===== config.mk =====
export PLATFORM = sky130hd
export DESIGN_NAME = eau_effective_address
export DESIGN_NICKNAME = d
export VERILOG_FILES = /design/src/rtl/eau_effective_address.v
export VERILOG_INCLUDE_DIRS = /design/src /design/src/common
export SDC_FILE = /design/constraint.sdc
export NUM_CORES = 1
export LEC_CHECK = 0
export ABC_AREA = 1
export BUFFER_PORTS_ARGS = -buffer_cell sky130_fd_sc_hd__clkbuf_2
export CAP_MARGIN = 20
export CORE_ASPECT_RATIO = 2
export CORE_MARGIN = 3
export CORE_UTILIZATION = 34
export CTS_BUF_LIST = sky130_fd_sc_hd__clkbuf_8
export DETAILED_ROUTE_END_ITERATION = 7
export PLACE_DENSITY_LB_ADDON = 0.15
export SYNTH_ARGS = -nofsm -noshare
export SYNTH_HDL_FRONTEND = slang
export SYNTH_SLANG_ARGS = --single-unit

===== constraint.sdc =====
create_clock -name sys_clk -period 3.65 [get_ports sys_clk]
set_clock_uncertainty 0.2 [all_clocks]
set_input_delay 1.095 -clock sys_clk [delete_from_list [all_inputs] [get_ports sys_clk]]
set_output_delay 1.095 -clock sys_clk [all_outputs]
set_load 0.03 [all_outputs]

===== src/common/eau_defines.vh =====
// Constants for the effective address unit
// Function
// - The low eleven bits of a memory-reference word are three mode bits and an 8-bit two's complement displacement that is sign-extended before the add.
// - Post-index flag is bit 10, indirect flag bit 9, pre-index flag bit 8, displacement bits 7 to 0.
// - With all mode bits clear the address is the program counter plus the displacement.
// - With the indirect flag set the word read at the intermediate address becomes a full 16-bit pointer.
// - With the pre-index flag set the base register replaces the program counter, before any indirect read.
// - With the post-index flag set the index register is added after any indirect read, or to the direct sum.
// - The displacement spans -128 to +127 words about the base.
// - Relative, pre-indexed, post-indexed or doubly indexed forms add no time of their own.
// - Each indirect step costs exactly one extra memory cycle.
// - Uncached indirect addressing adds 0.45 us over the cached figure.
// - Each local memory read adds 0.45 us, a local write adds nothing.
// - Multiport memory over short cable adds 0.85 us per read and 0.35 us per write.
// - Sequencing steps at one microinstruction each 65 ns.
// - Conditional jumps, byte and register-block instructions do not use this scheme; the unit still computes them and only flags opcodes in EXCL_MASK.
`ifndef EAU_DEFINES_VH
`define EAU_DEFINES_VH
`define EAU_XBIT        10
`define EAU_IBIT        9
`define EAU_BBIT        8
`define EAU_DISP_MSB    7
`define EAU_OP_MSB      15
`define EAU_OP_LSB      11
`define EAU_CLK_NS      20
`define EAU_UCYC_NS     65
`define EAU_LOC_RD_NS   450
`define EAU_LOC_WR_NS   0
`define EAU_MP_RD_NS    850
`define EAU_MP_WR_NS    350
`define EAU_IND_NS      450
`define EAU_MEM_CACHE   2'h0
`define EAU_MEM_LOCAL   2'h1
`define EAU_MEM_MPORT   2'h2
`endif


===== src/rtl/eau_effective_address.v =====
// Effective address unit for memory-reference instructions
`include "eau_defines.vh"
module eau_effective_address #(
  parameter EXCL_MASK = 32'h0000_0000
) (
  // Clock and reset
  input  wire        sys_clk,
  input  wire        rst_n,
  // Instruction request
  input  wire        req_valid,
  input  wire [15:0] instr,
  input  wire [15:0] pc_value,
  input  wire [15:0] area_anchor,
  input  wire [15:0] second_offset_word,
  input  wire [1:0]  mem_kind,
  input  wire        is_write,
  // Pointer read port
  output wire        rd_req,
  output wire [15:0] rd_addr,
  input  wire        rd_valid,
  input  wire [15:0] rd_data,
  // Result
  output wire        ea_valid,
  output wire [15:0] ea_addr,
  output wire [4:0]  ea_opcode,
  output wire        ea_excluded,
  output wire [7:0]  ea_extra_cycles,
  output wire        busy
);
  localparam [1:0] S_IDLE = 2'h0;
  localparam [1:0] S_WAIT = 2'h1;
  localparam [1:0] S_UTCK = 2'h2;

  // Nanoseconds to clock cycles, rounded up: an added time is a least time
  function [7:0] ns_to_cyc;
    input integer ns;
    integer       cyc;
    begin
      cyc       = (ns + `EAU_CLK_NS - 1) / `EAU_CLK_NS;
      ns_to_cyc = cyc[7:0];
    end
  endfunction

  localparam [7:0] UCYC   = ns_to_cyc(`EAU_UCYC_NS);
  localparam [7:0] C_IND  = ns_to_cyc(`EAU_IND_NS);
  localparam [7:0] C_LRD  = ns_to_cyc(`EAU_LOC_RD_NS);
  localparam [7:0] C_LWR  = ns_to_cyc(`EAU_LOC_WR_NS);
  localparam [7:0] C_MRD  = ns_to_cyc(`EAU_MP_RD_NS);
  localparam [7:0] C_MWR  = ns_to_cyc(`EAU_MP_WR_NS);

  // Sign-extended wrapping add
  function [15:0] add_disp;
    input [15:0] base;
    input [7:0]  d;
    begin
      add_disp = base + {{8{d[`EAU_DISP_MSB]}}, d};
    end
  endfunction

  // Extra cycles for one operand reference by memory type
  function [7:0] ref_cost;
    input [1:0] kind;
    input       wr;
    begin
      case (kind)
        `EAU_MEM_LOCAL: ref_cost = wr ? C_LWR : C_LRD;
        `EAU_MEM_MPORT: ref_cost = wr ? C_MWR : C_MRD;
        default:        ref_cost = 8'h00;
      endcase
    end
  endfunction

  reg  [1:0]  state_q;
  reg  [1:0]  state_d;
  reg         post_q;
  reg         post_d;
  reg  [15:0] index_q;
  reg  [15:0] index_d;
  reg  [7:0]  extra_q;
  reg  [7:0]  extra_d;
  reg  [7:0]  utick_q;
  reg  [7:0]  utick_d;
  reg         rd_req_q;
  reg         rd_req_d;
  reg  [15:0] rd_addr_q;
  reg  [15:0] rd_addr_d;
  reg         ea_valid_q;
  reg         ea_valid_d;
  reg  [15:0] ea_addr_q;
  reg  [15:0] ea_addr_d;
  reg  [4:0]  ea_opcode_q;
  reg  [4:0]  ea_opcode_d;
  reg         ea_excluded_q;
  reg         ea_excluded_d;
  reg  [7:0]  ea_cycles_q;
  reg  [7:0]  ea_cycles_d;
  reg         busy_q;
  reg         busy_d;

  wire        f_post  = instr[`EAU_XBIT];
  wire        f_ind   = instr[`EAU_IBIT];
  wire        f_pre   = instr[`EAU_BBIT];
  wire [7:0]  disp    = instr[`EAU_DISP_MSB:0];
  wire [4:0]  opc     = instr[`EAU_OP_MSB:`EAU_OP_LSB];
  // Pre-index picks the base before any indirect step
  wire [15:0] inter   = add_disp(f_pre ? area_anchor : pc_value, disp);
  // Excluded opcodes carry their own formats; flagged, still computed
  wire        excl    = EXCL_MASK[opc];
  wire [7:0]  base_x  = ref_cost(mem_kind, is_write);
  wire [15:0] dir_sum = f_post ? inter + second_offset_word : inter;

  always @* begin
    state_d       = state_q;
    post_d        = post_q;
    index_d       = index_q;
    extra_d       = extra_q;
    utick_d       = utick_q;
    rd_req_d      = 1'b0;
    rd_addr_d     = rd_addr_q;
    ea_valid_d    = 1'b0;
    ea_addr_d     = ea_addr_q;
    ea_opcode_d   = ea_opcode_q;
    ea_excluded_d = ea_excluded_q;
    ea_cycles_d   = ea_cycles_q;
    busy_d        = busy_q;
    case (state_q)
      S_IDLE: begin
        if (req_valid) begin
          ea_opcode_d   = opc;
          ea_excluded_d = excl;
          post_d        = f_post;
          index_d       = second_offset_word;
          if (f_ind) begin
            // One memory cycle for the pointer read
            rd_req_d  = 1'b1;
            rd_addr_d = inter;
            busy_d    = 1'b1;
            state_d   = S_WAIT;
            if (mem_kind == `EAU_MEM_CACHE) begin
              extra_d = base_x;
            end else begin
              extra_d = base_x + C_IND;
            end
          end else begin
            // Indexing alone adds no time
            ea_addr_d   = dir_sum;
            ea_cycles_d = base_x;
            ea_valid_d  = 1'b1;
          end
        end
      end
      S_WAIT: begin
        // Answers outside this state are ignored
        if (rd_valid) begin
          // Fetched word is a full pointer, post-index after it
          ea_addr_d = post_q ? rd_data + index_q : rd_data;
          utick_d   = UCYC;
          state_d   = S_UTCK;
        end
      end
      S_UTCK: begin
        // Hold result for one microinstruction step
        if (utick_q <= 8'h01) begin
          ea_cycles_d = extra_q;
          ea_valid_d  = 1'b1;
          busy_d      = 1'b0;
          state_d     = S_IDLE;
        end else begin
          utick_d = utick_q - 8'h01;
        end
      end
      default: begin
        state_d = S_IDLE;
        busy_d  = 1'b0;
      end
    endcase
  end

  always @(posedge sys_clk or negedge rst_n) begin
    if (!rst_n) begin
      state_q       <= S_IDLE;
      post_q        <= 1'b0;
      index_q       <= 16'h0000;
      extra_q       <= 8'h00;
      utick_q       <= 8'h00;
      rd_req_q      <= 1'b0;
      rd_addr_q     <= 16'h0000;
      ea_valid_q    <= 1'b0;
      ea_addr_q     <= 16'h0000;
      ea_opcode_q   <= 5'h00;
      ea_excluded_q <= 1'b0;
      ea_cycles_q   <= 8'h00;
      busy_q        <= 1'b0;
    end else begin
      state_q       <= state_d;
      post_q        <= post_d;
      index_q       <= index_d;
      extra_q       <= extra_d;
      utick_q       <= utick_d;
      rd_req_q      <= rd_req_d;
      rd_addr_q     <= rd_addr_d;
      ea_valid_q    <= ea_valid_d;
      ea_addr_q     <= ea_addr_d;
      ea_opcode_q   <= ea_opcode_d;
      ea_excluded_q <= ea_excluded_d;
      ea_cycles_q   <= ea_cycles_d;
      busy_q        <= busy_d;
    end
  end

  // Outputs come straight from their flops
  assign rd_req          = rd_req_q;
  assign rd_addr         = rd_addr_q;
  assign ea_valid        = ea_valid_q;
  assign ea_addr         = ea_addr_q;
  assign ea_opcode       = ea_opcode_q;
  assign ea_excluded     = ea_excluded_q;
  assign ea_extra_cycles = ea_cycles_q;
  assign busy            = busy_q;
endmodule // eau_effective_address


==> flow_summary.toml <==
[drt]
via_per_inst = 4.81
drc = 0
num_vias = 6888
drtIter0Drc = 241
wl_per_cell_um = 15.2
ant_nets = 0
firstDrtPassIters = 4
totalWireLength_um = 21700

[layout]
synthToLayoutAreaGrowth_pct = 40.9
fill_cells = 1956
finalNonFillerCells = 1431
diodes = 0
nets = 1315
drive_gt1_frac = 0.361

[yosys]
yosys.cell_count.top_type = "nand2_1"
synthTopCellsByArea = "dfrtp_1 (31%), nand2_1 (18%), ha_1 (10%)"
synth_largest_area_cell = "dfrtp_1"
ys_async_sr_fraction = 1.00
ys_warn_count = 0
synth-edff-count = 0
syn_avg_cell_area_um2 = 6.94
synthFlopType = "dfrtp_1"
syn_area_um2 = 6570
synth_commonest_cells = "nand2_1 (321), nor2_1 (103), dfrtp_1 (81)"
yosys.cell_types.count = 48
synth_cells = 947
yosysSeqAreaShare = 0.309
synth-seq-cells = 81
synth_top_area_share = 0.309

[floorplan]
chipHeight_um = 203
io_pins = 136
dieWidth_um = 104
start_util = 0.347
core_um2 = 18900
die_area_um2 = 21100
fp-row-count = 71

[timing]
min_period_ps = 4050
fmax_mhz = 247
worst_pin_slew_ps = 759
slew_viol_final = 0
period_share = 1.11
final.setup.worst_slack_ps = -397
finalHoldViolCount = 0
slew_headroom = 0.494
setup_viol = 12
rsz0062_at_grt = "yes"

[placement]
place_congestion = 0.902
dp_slack_ps = -891
dp_cells = 1397
detailed_place_hpwl_um = 17100
port_buffers = 133

[global_route]
grt_pass1_vias = 7117
grt_overflow = 0
grt_pass1_wl_um = 35100
grt_max_degree = 47
antenna_found_initial = 0
grtUsageTotal = 0.208

[clock_network]
root_buffer = "clkbuf_8"
clk_latency_ps = 380
h-tree-depth = 3
clock_path_buffers = 2
cts_sinks = 81
cts_buffers = 9
cts_tree = "yes"
ctsHoldBuffers = 0
clk_pin_slew_worst_paths_ps = 90

[flow_run]
maxCapViolations = 0

[setup_path]
worstPathArrival_ps = 4130
critical_path_required_ps = 3730
crit_path_end_kind = "flop"
crit_type = "in -> reg"
critPathLaunchType = "input port"
cp_max_fo = 7

[outcome]
violations = "setup timing"
status = "finished, violations left"

[worst_hold_path]
min_path_type = "reg -> reg"

[power_and_ir_drop]
power.density_nw_per_um2 = 696
p_leak_uw = 0.00483
irDropWorstVdd_mv = 0.329
-- timing repair --
| item | in CTS | in global routing |
|---|---|---|
| pin swaps | 38 | 65 |
| setup endpoints to repair | 11 | 13 |
| gates resized for setup | 63 | 82 |
| setup buffers | 10 | 8 |
| gates cloned | 1 | 0 |
-- placed cells by master, fill, tap and decap left out, types with 3 or more instances in the layout --
cell	instances
nor3_1	3
xnor2_2	5
clkbuf_2	131
nand2_2	41
ha_4	24
nor3_4	3
xnor2_1	4
o211ai_1	5
xor2_1	11
a21o_1	4
nand2_1	274
inv_2	18
dfrtp_1	81
nand3b_1	4
ha_1	30
buf_4	94
nor2_1	91
nand3_2	5
a31oi_1	13
nand4_1	7
o21ai_0	32
mux2_4	5
o21ai_1	15
nand2_4	14
nor2_2	11
clkbuf_8	9
mux2_2	10
inv_1	70
a21oi_2	14
a21oi_1	46
nor2_4	5
buf_6	8
nand3_1	47
-- path summary, 6_finish.rpt --
check / from / end / slack [ps] / cells past startpoint
max: instr[8] / ea_addr[12]$_DFFE_PN0P_ / -400 / 25
min: ea_opcode[2]$_DFFE_PN0P_ / ea_opcode[2]$_DFFE_PN0P_ / 280 / 2
max reg2reg: state_q[0]$_DFFE_PN0P_ / ea_addr[11]$_DFFE_PN0P_ / 1180 / 9
min reg2reg: ea_opcode[2]$_DFFE_PN0P_ / ea_opcode[2]$_DFFE_PN0P_ / 280 / 2
max in group asynchronous: rst_n / rd_addr[0]$_DFFE_PN0P_ / 2080 / 2
min in group asynchronous: rst_n / utick_q[6]$_DFFE_PN0P_ / 520 / 1
-- routing by layer --
| metal | vias to the layer above | wire length, µm | global-route usage | share of wire |
|---|---|---|---|---|
| met1 | 3187 | 7970 | 0.212 | 0.37 |
| met5 | - | 0 | 0 | 0 |
| li1 | 3505 | - | - | - |
| met2 | 145 | 12100 | 0.407 | 0.56 |
| met4 | 0 | 947 | 0.105 | 0.044 |
| met3 | 51 | 712 | 0.0245 | 0.033 |
-- layout make-up --
| type | count | area (µm²) | area share |
|---|---|---|---|
| Sequential cell | 81 | 2030 | 0.219 |
| Clock inverter | 7 | 76.3 | 0.00825 |
| Timing Repair Buffer | 237 | 1540 | 0.167 |
| Tap cell | 255 | 319 | 0.0345 |
| Inverter | 90 | 340 | 0.0368 |
| Clock buffer | 9 | 124 | 0.0134 |
| Multi-Input combinational cell | 752 | 4820 | 0.521 |
-- cells by family after synthesis --
group,count (synthesis),synth area share
xor gates and xnor gates,24,0.0331
DFF,81,0.309
adders and majority gates,57,0.112
other,1,0.000571
buffers and inverters,115,0.0707
AOI/OAI and AO/OA,141,0.125
muxes,15,0.0257
and+or+nand+nor,513,0.325
-- critical path: stages --
cell and delay, ps:
clkbuf_16 140, buf_12 130, mux2_4 310, ha_4 170, fa_2 340, nand2_2 70
nand2_2 60, o21ai_4 90, inv_2 60, nand2_2 60, nand2_2 50, xnor2_2 190
inv_2 60, ha_4 300, buf_4 120, nand2_4 60, buf_4 130, nor2_2 90
nand2_2 70, nand2_1 60, nand2_1 60, a21oi_2 140, nor2_2 80, nor2_2 120
nor2_1 50
-- power breakdown --
part | switching, µW | internal [µW] | total, µW | leakage (µW)
registers | 291 | 1330 | 1620 | 0.000987
logic | 2570 | 1560 | 4130 | 0.00375
clock network | 373 | 321 | 694 | 0.0000962
-- per-stage QoR --
stage                     hold slack (ps)  area (µm²)   util  total power, µW  setup TNS [ps]
after floorplan                       246        6690      -             4140           -4170
after global placement                254        8210  0.434             5350           -8860
after global routing                  300        9260  0.489             7000           -5530
after CTS                             282        8850  0.468             6270           -2970
after detailed placement              260        8210  0.434             5390           -9060
final                                 279        9260  0.489             6440           -3340
-- registers in the layout, summed over array words and instances (netlist names) --
signal and count:
busy 1, ea_extra_cycles 7, extra_q 7, ea_opcode 5
rd_addr 16, post_q 1, ea_addr 16, state_q 2
index_q 16, rd_req 1, utick_q 8, ea_valid 1
No activity file was read; power rests on OpenSTA's default activity.
